==> src/design/flash_read_defs.vh <==
// Constants shared by the serial flash read front end.
`ifndef FLASH_READ_DEFS_VH
`define FLASH_READ_DEFS_VH

`define OP_ENTER_WIDE   8'hB7
`define OP_EXIT_WIDE    8'hE9
`define OP_READ         8'h03
`define OP_READ_WIDE    8'h13
`define OP_FAST         8'h0B
`define OP_FAST_WIDE    8'h0C
`define OP_DUAL         8'h3B
`define OP_DUAL_WIDE    8'h3C
`define OP_QUAD         8'h6B
`define OP_QUAD_WIDE    8'h6C
`define OP_SET_PARAMS   8'hC0

`define OPCODE_BITS     6'h08
`define ADDR_BITS_NARROW 6'h18
`define ADDR_BITS_WIDE  6'h20
`define DUMMY_SINGLE    4'h8
`define PARAM_DC_LSB    4
`define PARAM_RESET     8'h00
`define EXT_ADDR_RESET  8'h00
`define FIFO_WIDTH      8
`define FIFO_DEPTH      32
`define FIFO_AW         5

`define LANES_ONE       2'h0
`define LANES_TWO       2'h1
`define LANES_FOUR      2'h2

`endif

==> src/design/byte_fifo.v <==
// Byte FIFO between the array fetch and the serial shifter.
`timescale 1ns/1ps
module byte_fifo
#(
	parameter WIDTH = 8,
	parameter DEPTH = 32,
	parameter AW    = 5
)
(
	input  wire             clk,
	input  wire             rst,
	input  wire             flush,
	input  wire [WIDTH-1:0] in_data,
	input  wire             in_valid,
	output wire             in_ready,
	output wire [WIDTH-1:0] out_data,
	output wire             out_valid,
	input  wire             out_ready
);

	reg [WIDTH-1:0] mem [0:DEPTH-1];
	reg [AW:0]      wr_q;
	reg [AW:0]      rd_q;
	wire            full;
	wire            empty;

	assign full      = (wr_q[AW-1:0] == rd_q[AW-1:0]) && (wr_q[AW] != rd_q[AW]);
	assign empty     = (wr_q == rd_q);
	assign in_ready  = ~full;
	assign out_valid = ~empty;
	assign out_data  = mem[rd_q[AW-1:0]];

	always @(posedge clk)
	begin
		if (in_valid && !full)
			mem[wr_q[AW-1:0]] <= in_data;
	end

	always @(posedge clk or posedge rst)
	begin
		if (rst)
		begin
			wr_q <= {(AW+1){1'b0}};
			rd_q <= {(AW+1){1'b0}};
		end
		else if (flush)
		begin
			wr_q <= {(AW+1){1'b0}};
			rd_q <= {(AW+1){1'b0}};
		end
		else
		begin
			if (in_valid && !full)
				wr_q <= wr_q + 1'b1;
			if (out_ready && !empty)
				rd_q <= rd_q + 1'b1;
		end
	end

endmodule // byte_fifo

==> src/design/flash_read_front.v <==
// Serial flash read front end: address mode, read opcodes, lane output.
`timescale 1ns/1ps
`include "flash_read_defs.vh"
module flash_read_front
(
	input  wire        CLK,
	input  wire        RST,
	input  wire        CS_N_PIN,
	input  wire        SCLK_PIN,
	input  wire [3:0]  LANE_IN,
	output reg  [3:0]  LANE_OUT,
	output reg  [3:0]  LANE_OE,
	input  wire        BUSY,
	input  wire        QUAD_ENABLE_BIT,
	input  wire        FOUR_LANE_COMMAND_MODE,
	input  wire [7:0]  EXT_ADDR_IN,
	input  wire        EXT_ADDR_WE,
	output reg  [7:0]  EXT_ADDR,
	output reg         ADDRESS_SIZE_FLAG,
	output reg  [7:0]  READ_PARAMS,
	output reg  [31:0] MEM_ADDR,
	output reg         MEM_REQ,
	input  wire [7:0]  MEM_DATA,
	input  wire        MEM_VALID,
	output reg         MEM_READY
);

	// ==========================================================
	// Local states and helpers

	localparam ST_IDLE  = 3'h0;
	localparam ST_OP    = 3'h1;
	localparam ST_ADDR  = 3'h2;
	localparam ST_DUMMY = 3'h3;
	localparam ST_DATA  = 3'h4;
	localparam ST_PARAM = 3'h5;
	localparam ST_SKIP  = 3'h6;
	function is_read;
		input [7:0] op;
		input       four;
		input       qe;
		begin
			case (op)
				`OP_FAST:      is_read = 1'b1;
				`OP_READ,
				`OP_READ_WIDE,
				`OP_FAST_WIDE,
				`OP_DUAL,
				`OP_DUAL_WIDE,
				`OP_QUAD_WIDE: is_read = ~four;
				`OP_QUAD:      is_read = ~four & qe;
				default:       is_read = 1'b0;
			endcase
		end
	endfunction
	function is_wide;
		input [7:0] op;
		begin
			is_wide = (op == `OP_READ_WIDE) || (op == `OP_FAST_WIDE) ||
			          (op == `OP_DUAL_WIDE) || (op == `OP_QUAD_WIDE);
		end
	endfunction

	// ==========================================================
	// Pin synchronisers and serial clock edges

	reg  [1:0] cs_sync_q;
	reg  [1:0] sck_sync_q;
	reg  [3:0] lane_s1_q;
	reg  [3:0] lane_s2_q;
	reg        sck_prev_q;
	wire       cs_low;
	wire       rise;
	wire       fall;

	always @(posedge CLK or posedge RST)
	begin
		if (RST)
		begin
			cs_sync_q  <= 2'h3;
			sck_sync_q <= 2'h0;
			lane_s1_q  <= 4'h0;
			lane_s2_q  <= 4'h0;
			sck_prev_q <= 1'b0;
		end
		else
		begin
			cs_sync_q  <= {cs_sync_q[0], CS_N_PIN};
			sck_sync_q <= {sck_sync_q[0], SCLK_PIN};
			lane_s1_q  <= LANE_IN;
			lane_s2_q  <= lane_s1_q;
			sck_prev_q <= sck_sync_q[1];
		end
	end

	assign cs_low = ~cs_sync_q[1];
	assign rise   = cs_low & sck_sync_q[1] & ~sck_prev_q;
	assign fall   = cs_low & ~sck_sync_q[1] & sck_prev_q;

	// ==========================================================
	// Data FIFO between array and shifter

	wire [7:0] fifo_data;
	wire       fifo_valid;
	wire       fifo_in_ready;
	reg        fifo_pop;
	reg        flush_q;
	byte_fifo #(
		.WIDTH (`FIFO_WIDTH),
		.DEPTH (`FIFO_DEPTH),
		.AW    (`FIFO_AW)
	) u_fifo (
		.clk       (CLK),
		.rst       (RST),
		.flush     (flush_q),
		.in_data   (MEM_DATA),
		.in_valid  (MEM_VALID & MEM_REQ),
		.in_ready  (fifo_in_ready),
		.out_data  (fifo_data),
		.out_valid (fifo_valid),
		.out_ready (fifo_pop)
	);

	// ==========================================================
	// Command sequencer

	reg [2:0]  state_q;
	reg [7:0]  op_q;
	reg [5:0]  cnt_q;
	reg [31:0] addr_q;
	reg [5:0]  addr_len_q;
	reg [3:0]  dummy_q;
	reg [1:0]  lanes_q;
	reg [7:0]  shift_q;
	reg [3:0]  bits_q;
	reg        prim_q;
	reg        busy_op_q;
	wire [7:0] op_next;
	wire [1:0] step;
	wire [3:0] four_dummy;
	assign op_next    = FOUR_LANE_COMMAND_MODE ? {op_q[3:0], lane_s2_q} : {op_q[6:0], lane_s2_q[0]};
	assign step       = (lanes_q == `LANES_FOUR) ? 2'h3 : ((lanes_q == `LANES_TWO) ? 2'h2 : 2'h1);
	assign four_dummy = {2'h0, READ_PARAMS[`PARAM_DC_LSB+1:`PARAM_DC_LSB]} * 4'h2 + 4'h2;
	always @(posedge CLK or posedge RST)
	begin
		if (RST)
		begin
			state_q           <= ST_IDLE;
			op_q              <= 8'h00;
			cnt_q             <= 6'h00;
			addr_q            <= 32'h00000000;
			addr_len_q        <= `ADDR_BITS_NARROW;
			dummy_q           <= 4'h0;
			lanes_q           <= `LANES_ONE;
			shift_q           <= 8'h00;
			bits_q            <= 4'h0;
			prim_q            <= 1'b0;
			busy_op_q         <= 1'b0;
			flush_q           <= 1'b0;
			fifo_pop          <= 1'b0;
			LANE_OUT          <= 4'h0;
			LANE_OE           <= 4'h0;
			EXT_ADDR          <= `EXT_ADDR_RESET;
			ADDRESS_SIZE_FLAG <= 1'b0;
			READ_PARAMS       <= `PARAM_RESET;
			MEM_ADDR          <= 32'h00000000;
			MEM_REQ           <= 1'b0;
			MEM_READY         <= 1'b0;
		end
		else
		begin
			flush_q   <= 1'b0;
			fifo_pop  <= 1'b0;
			MEM_READY <= fifo_in_ready;
			if (EXT_ADDR_WE)
				EXT_ADDR <= EXT_ADDR_IN;
			if (MEM_REQ && MEM_VALID && fifo_in_ready)
				MEM_ADDR <= MEM_ADDR + 32'h00000001;
			if (!cs_low)
			begin
				if (state_q == ST_SKIP && cnt_q == 6'h00 && !busy_op_q &&
				    (op_q == `OP_ENTER_WIDE || op_q == `OP_EXIT_WIDE))
					ADDRESS_SIZE_FLAG <= (op_q == `OP_ENTER_WIDE);
				state_q  <= ST_IDLE;
				LANE_OE  <= 4'h0;
				MEM_REQ  <= 1'b0;
				flush_q  <= (state_q != ST_IDLE);
				cnt_q    <= 6'h00;
			end
			else
			begin
				case (state_q)
					ST_IDLE:
					begin
						state_q   <= ST_OP;
						busy_op_q <= BUSY;
					end
					ST_OP:
					begin
						if (rise && cnt_q < `OPCODE_BITS)
						begin
							op_q  <= op_next;
							cnt_q <= cnt_q + (FOUR_LANE_COMMAND_MODE ? 6'h04 : 6'h01);
						end
						else if (cnt_q == `OPCODE_BITS)
						begin
							cnt_q <= 6'h00;
							if (busy_op_q)
								state_q <= ST_SKIP;
							else if (is_read(op_q, FOUR_LANE_COMMAND_MODE, QUAD_ENABLE_BIT))
							begin
								state_q <= ST_ADDR;
								addr_len_q <= (is_wide(op_q) || ADDRESS_SIZE_FLAG) ?
								              `ADDR_BITS_WIDE : `ADDR_BITS_NARROW;
								if (op_q == `OP_READ || op_q == `OP_READ_WIDE)
									dummy_q <= 4'h0;
								else if (FOUR_LANE_COMMAND_MODE)
									dummy_q <= four_dummy;
								else
									dummy_q <= `DUMMY_SINGLE;
								if (op_q == `OP_DUAL || op_q == `OP_DUAL_WIDE)
									lanes_q <= `LANES_TWO;
								else if (op_q == `OP_QUAD || op_q == `OP_QUAD_WIDE ||
								         FOUR_LANE_COMMAND_MODE)
									lanes_q <= `LANES_FOUR;
								else
									lanes_q <= `LANES_ONE;
							end
							else if (op_q == `OP_SET_PARAMS && FOUR_LANE_COMMAND_MODE)
								state_q <= ST_PARAM;
							else
								state_q <= ST_SKIP;
						end
					end
					ST_ADDR:
					begin
						if (rise)
						begin
							addr_q <= FOUR_LANE_COMMAND_MODE ? {addr_q[27:0], lane_s2_q} :
							          {addr_q[30:0], lane_s2_q[0]};
							cnt_q  <= cnt_q + (FOUR_LANE_COMMAND_MODE ? 6'h04 : 6'h01);
						end
						else if (cnt_q == addr_len_q)
						begin
							MEM_ADDR <= (addr_len_q == `ADDR_BITS_WIDE) ? addr_q :
							            {EXT_ADDR, addr_q[23:0]};
							MEM_REQ  <= 1'b1;
							cnt_q    <= 6'h00;
							state_q  <= (dummy_q == 4'h0) ? ST_DATA : ST_DUMMY;
							prim_q   <= 1'b1;
						end
					end
					ST_DUMMY:
					begin
						if (rise)
						begin
							dummy_q <= dummy_q - 4'h1;
							if (dummy_q == 4'h1)
								state_q <= ST_DATA;
						end
					end
					ST_DATA:
					begin
						if (prim_q && fifo_valid)
						begin
							shift_q  <= fifo_data;
							bits_q   <= 4'h8;
							fifo_pop <= 1'b1;
							prim_q   <= 1'b0;
						end
						else if (fall && !prim_q)
						begin
							if (lanes_q == `LANES_ONE)
							begin
								LANE_OUT <= {2'h0, shift_q[7], 1'b0};
								LANE_OE  <= 4'h2;
							end
							else if (lanes_q == `LANES_TWO)
							begin
								LANE_OUT <= {2'h0, shift_q[7:6]};
								LANE_OE  <= 4'h3;
							end
							else
							begin
								LANE_OUT <= shift_q[7:4];
								LANE_OE  <= 4'hF;
							end
							if (bits_q == {2'h0, step} + ((lanes_q == `LANES_FOUR) ? 4'h1 : 4'h0))
								prim_q <= 1'b1;
							shift_q <= (lanes_q == `LANES_FOUR) ? {shift_q[3:0], 4'h0} :
							           ((lanes_q == `LANES_TWO) ? {shift_q[5:0], 2'h0} :
							           {shift_q[6:0], 1'b0});
							bits_q  <= bits_q - ((lanes_q == `LANES_FOUR) ? 4'h4 :
							           {2'h0, step});
						end
					end
					ST_PARAM:
					begin
						if (rise && cnt_q < `OPCODE_BITS)
						begin
							shift_q <= {shift_q[3:0], lane_s2_q};
							cnt_q   <= cnt_q + 6'h04;
						end
						else if (cnt_q == `OPCODE_BITS)
						begin
							READ_PARAMS <= shift_q;
							state_q     <= ST_SKIP;
						end
					end
					ST_SKIP:
						cnt_q <= rise ? `OPCODE_BITS : cnt_q;
					default:
						state_q <= ST_IDLE;
				endcase
			end
		end
	end

endmodule // flash_read_front

==> config.mk <==
export PLATFORM = sky130hd
export DESIGN_NAME = flash_read_front
export DESIGN_NICKNAME = d
export VERILOG_FILES = /design/src/design/byte_fifo.v /design/src/design/flash_read_front.v
export VERILOG_INCLUDE_DIRS = /design/src /design/src/design
export SDC_FILE = /design/constraint.sdc
export NUM_CORES = 1
export LEC_CHECK = 0
export ABC_AREA = 1
export BUFFER_PORTS_ARGS = -buffer_cell sky130_fd_sc_hd__buf_2
export CAP_MARGIN = 20
export CORE_MARGIN = 4
export CORE_UTILIZATION = 35
export CTS_BUF_LIST = sky130_fd_sc_hd__clkbuf_2 sky130_fd_sc_hd__clkbuf_4 sky130_fd_sc_hd__clkbuf_8
export CTS_CLUSTER_DIAMETER = 100
export DETAILED_ROUTE_END_ITERATION = 7
export HOLD_SLACK_MARGIN = 0.08
export SYNTH_ARGS = -nofsm -noshare
export SYNTH_HDL_FRONTEND = slang
export SYNTH_SLANG_ARGS = --single-unit
==> constraint.sdc <==
create_clock -name CLK -period 6.81 [get_ports CLK]
set_clock_uncertainty 0.15 [all_clocks]
set_input_delay 1.362 -clock CLK [delete_from_list [all_inputs] [get_ports CLK]]
set_output_delay 1.362 -clock CLK [all_outputs]
set_load 0.02 [all_outputs]
* After elaboration in Yosys (flattened, before gate mapping)
Memories as Yosys holds them, arrays and structs flattened.
Index checks and enable logic that the tools add are counted.
** Storage, ports and cells
- Bits in writable memories :: 256
- Memories :: 1
- Logic and storage cells :: 250
- Flip-flop bits (word level) :: 161
** Operators by class
- Eq/ne operators :: 52
- Magnitude comparators :: 1
- Bitwise operators :: 15
- Reduce and logical (&&, ||, !) cells :: 58
- Multiplexer cells :: 86
- $add $sub $neg :: 9
** Memories
- u_fifo.mem :: depth 32, width 8, read ports 1, clocked after Yosys merged registers in 0, write ports 1, line byte_fifo.v:21 : reg [WIDTH-1:0] mem [0:DEPTH-1];
** Operators by type and width (count)
- $mux W32 :: 7
- $mux W6 :: 12
- $mux W4 :: 17
- $mux W8 :: 6
- $mux W3 :: 14
- $ne A3 B3 Y1 const B :: 12
- $add A32 B1 Y32 const B :: 1
- $eq A8 B8 Y1 const B :: 3
- $pmux W6 S4 :: 1
- $ne A2 B2 Y1 const B :: 10
- $reduce_bool A2 Y1 :: 10
- $mux W1 :: 19
- $pmux W3 S6 :: 1
- $eq A8 B4 Y1 const B :: 2
- $eq A8 B6 Y1 const B :: 2
- $eq A8 B7 Y1 const B :: 2
- $pmux W8 S2 :: 1
- $reduce_and A3 Y1 :: 5
- $add A6 B1 Y6 const B :: 2
- $eq A6 B6 Y1 :: 2
- $logic_and A1 B1 Y1 :: 12
- $reduce_and A4 Y1 :: 3
- $reduce_and A6 Y1 :: 2
- $mux W2 :: 5
- other kinds (41) :: 70

* Logic depth before layout (Yosys ltp)
- Depth in word-level cells :: 14
- Depth in mapped cells :: 13

* Modules after synthesis
Synthesis repeated with hierarchy kept, for this count alone.
** Unflattened totals
- Cells, all modules :: 2029
- Area, all modules :: 19498.7 um^2
** Modules (own cells, without submodules)
- byte_fifo :: cells each 985, times used 1, sequential area each 7987.7 um^2, area an instance 11322.1 um^2
- flash_read_front :: cells each 1044, times used 1, sequential area each 3607.2 um^2, area an instance 8176.6 um^2

* Least setup slack after synthesis
Ideal clock, no wire load.
- Path type :: input to register
- From :: in MEM_VALID
- To :: mem u_fifo.mem[15][0], enable pin
- Path slack :: 3.907 ns
- Arrival time :: 2.370 ns
- Stages on the path :: 5
- Path through :: nand2_1 inv_1 nand2_4 buf_6 nor3_1
** On the way
- Word-level cells in the longest chain between the ends :: 4
** RTL lines
- start: declaration :: line flash_read_front.v:24 : input wire MEM_VALID,
- $and A1 B1 Y1 :: line flash_read_front.v:117 : .in_valid (MEM_VALID & MEM_REQ),
- $logic_and A1 B1 Y1 :: line byte_fifo.v:35 : if (in_valid && !full)
- $mux W1 :: line byte_fifo.v:35
- $mux W1 (implied by the code) :: line byte_fifo.v:36 : mem[wr_q[AW-1:0]] <= in_data;
- end: declaration :: line byte_fifo.v:21
Every way passes these cells.

* Worst setup path after layout
- From :: reg u_fifo.rd_q[0]
- To :: mem u_fifo.mem[16][3], enable pin
** On the way
- Word-level cells in the longest chain between the ends :: 6
** RTL lines
- start: declaration :: line byte_fifo.v:23 : reg [AW:0] rd_q;
- start signal: assignment :: line byte_fifo.v:44 : rd_q <= {(AW+1){1'b0}};
- start signal: assignment :: line byte_fifo.v:49 : rd_q <= {(AW+1){1'b0}};
- start signal: assignment :: line byte_fifo.v:56 : rd_q <= rd_q + 1'b1;
- $eq A5 B5 Y1 :: line byte_fifo.v:27 : assign full = (wr_q[AW-1:0] == rd_q[AW-1:0]) && (wr_q[AW] != rd_q[AW]);
- $logic_and A1 B1 Y1 :: line byte_fifo.v:27
- $logic_not A1 Y1 :: line byte_fifo.v:35
- $logic_and A1 B1 Y1 :: line byte_fifo.v:35
- $mux W1 :: line byte_fifo.v:35
- $mux W1 (implied by the code) :: line byte_fifo.v:36
Every way passes these cells.

==> summary.md <==
| Metric | Value |
|---|---|
| Tot GR Track Use | `0.175` |
| Critical Path Max Stage Delay | `0.87 ns` |
| Crit path to | `u_fifo.mem[16][3]$_DFFE_PP_` |
| Placer Congestion | `0.908` |
| Routed WL | `52500 um` |
| CP most frequent cell | `nand2_1` |
| Io pins | `88` |
| Max_slew headroom | `0.257` |
| Crit path buf inv count | `1` |
| First-pass GRT wire length | `81700 um` |
| Number of flops mapped to enable cells by yosys | `256` |
| Syn Nets | `2089` |
| Synth cell types | `53` |
| TritonCTS clock tree | `done` |
| Final hold vios | `0` |
| Post-synth top cells | `nand2_1, edfxtp_1, nor2_1` |
| Setup crit start | `u_fifo.rd_q[0]$_DFFE_PP0P_` |
| Period minus WS final | `4.65 ns` |
| CP Launch Type | `register` |
| Row cnt | `85` |
| Top delay family on crit path | `simple AND/OR/NAND/NOR gates` |
| R2R Setup Slk | `2.16 ns` |
| Vias in the first global route | `14.6k` |
| Fmax | `215 MHz` |
| Post-route ant nets | `0` |
| Cells after Synth | `2037` |
| Clock sinks | `412` |
| VDD IR max | `225 uV` |
| Vias per cell | `5.23` |
| Top cells by area, synth | `edfxtp_1, dfrtp_1, nand2_1` |
| Dpl hpwl | `34200 um` |
| Die width | `243 um` |
| Area leader, netlist | `edfxtp_1` |
| Full die area | `59000 um2` |
| Crit end category | `register` |
| R2R Path Start | `u_fifo.rd_q[0]$_DFFE_PP0P_` |
| Unrepaired setup endpoints after global routing | `no` |
| Hold buffer count at cts | `0` |
| Postcts setup bufs | `0` |
| Max-slew violation count | `0` |
| Setup CP Type | `register to register` |
| Setup TNS | `0 ns` |
| Initial Utilization | `0.356` |
| CP Cell Sequence | `clkinv_2, nand2_1, nand2_1, a21oi_2, nand2_1, nor2_4, a21oi_4, nand2_1, nor2_1` |
| Routed vias | `15.0k` |
| Largest net degree at the start of global routing | `105` |
| Initial antenna violation count | `0` |
| DR WL/cell | `18.3 um` |
| Tcrit/Tclk final | `0.683` |
| Sequential-to-total area share from yosys stat | `0.600` |
| Chip height | `243 um` |
| Overflow after GRT | `0` |
| Placed standard-cell area | `20200 um2` |
| Dpl ws | `2.25 ns` |
| N_diodes | `0` |
| Mean Syn Cell Area | `9.48 um2` |
| Placed Cells | `2733` |
| Clock slew at reported path FFs | `0.06 ns` |
| Final instance area | `21700 um2` |
| Share of layout cells above drive strength 1 | `0.118` |
| CP max-delay cell | `a21oi_4` |
| Worst r2r dst | `u_fifo.mem[16][3]$_DFFE_PP_` |
| Endpoints failing setup | `0` |
| Max clock buf depth | `3` |
| Post-Syn Area | `19300 um2` |
| H-tree depth | `3` |
| Worst slew pin tran | `1.11 ns` |
| FFs w/ async S/R, synth | `0.379` |
| Layout area overhead | `12.3%` |
| Synth top area share | `0.398` |
| Root Driver | `clkbuf_8` |
| MaxCap Viol Count | `0` |
| DRC violations left | `0` |
| Hold Path Class | `register to register` |
| Non-Filler Instances | `2864` |
| Power per standard cell area | `324 nW/um2` |
| Ys Warns | `0` |
| Count leader, synth | `nand2_1` |
| CTS resizes | `0` |
| Worst-path fanout max | `63` |
| CTS buffer count | `71` |
| Leak Pwr | `8.89 nW` |
| WP depth | `9` |
| Status | `finished clean` |
| Clock latency on the worst-skew pair | `0.63 ns` |
| CP required | `6.92 ns` |
| Port bufs | `87` |
| Final core utilization | `0.400` |
| Final worst-path setup slack | `2.16 ns` |
| Post-synth top flop | `edfxtp_1` |
| CP arrival | `4.76 ns` |
| Worst Reg-to-Reg Cells | `9` |
| Placeable Area | `54200 um2` |
| Final nets | `2164` |
| Drt first pass iters | `5` |
| Filler cell count | `5356` |
| Number of synthesized register bits | `412` |
| DRT iter0 DRCs | `1370` |
-- state kept, by name, indices dropped and copies added (netlist names), 3 cells and up --
name	flops
EXT_ADDR	8
LANE_OE	3
LANE_OUT	4
MEM_ADDR	32
READ_PARAMS	8
addr_q	32
bits_q	4
cnt_q	6
dummy_q	4
lane_s1_q	4
lane_s2_q	4
op_q	8
shift_q	8
state_q	3
u_fifo.mem	256
u_fifo.rd_q	6
u_fifo.wr_q	6
-- power breakdown --
group	switching [mW]	internal, mW
clock network	1.01	1.28
logic	0.958	0.465
registers	0.372	2.94
total	2.34	4.69
-- worst min path at each step --
stage / from / to / slack (ns) / cells after the start
2_1_floorplan: lane_s1_q[0]$_DFF_PP0_ / lane_s2_q[0]$_DFF_PP0_ / 0.18 / 0
3_3_place_gp: lane_s1_q[2]$_DFF_PP0_ / lane_s2_q[2]$_DFF_PP0_ / 0.19 / 0
3_5_place_dp: cs_sync_q[0]$_DFF_PP1_ / cs_sync_q[1]$_DFF_PP1_ / 0.20 / 0
4_1_cts: cs_sync_q[0]$_DFF_PP1_ / cs_sync_q[1]$_DFF_PP1_ / 0.20 / 0
5_1_grt: cs_sync_q[0]$_DFF_PP1_ / cs_sync_q[1]$_DFF_PP1_ / 0.20 / 0
6_report: cs_sync_q[0]$_DFF_PP1_ / cs_sync_q[1]$_DFF_PP1_ / 0.20 / 0
-- stage by stage --
stage               hold WS [ns]  power, mW
global route               0.200       7.44
finish                     0.200       7.03
detailed placement         0.198       4.77
global placement           0.191       4.75
floorplan                  0.181       4.25
CTS                        0.201       7.09
-- layer usage --
| metal | vias up | global-route usage | share of wire |
|---|---|---|---|
| li1 | 7051 | - | - |
| met5 | - | 0 | 0 |
| met4 | 0 | 0.0689 | 0.034 |
| met1 | 7168 | 0.239 | 0.43 |
| met2 | 648 | 0.275 | 0.46 |
| met3 | 124 | 0.0342 | 0.074 |
-- placed cells by master, fill, tap and decap left out, types with 22 or more instances in the layout --
cell type,instances
dfrtp_1,152
inv_1,141
edfxtp_1,256
nor3_1,30
buf_2,89
xor2_1,31
ha_1,22
o21ai_0,176
o211ai_1,47
clkbuf_4,22
nor2_1,222
a21oi_1,82
o21ai_1,24
nand3_1,127
nand2_1,518
clkbuf_8,81
-- kinds of logic after synthesis --
logic type      after synthesis  synth area share
compound gates              363             0.105
mux                           5           0.00291
xor+xnor                     41            0.0190
simple gates                948             0.205
fa+ha+maj                    23            0.0153
buf+inv                     245            0.0529
flops                       412             0.600
-- area by class of cell --
type / count / area, um2 / area share
multi-input combinational: 1380 / 6710 / 0.309
clock buffer: 102 / 1270 / 0.0586
tap: 696 / 871 / 0.0401
inverter: 151 / 576 / 0.0265
sequential: 412 / 11600 / 0.534
timing repair buffer: 96 / 498 / 0.0229
clock inverter: 27 / 180 / 0.00830
No activity file was read; power rests on OpenSTA's default activity.
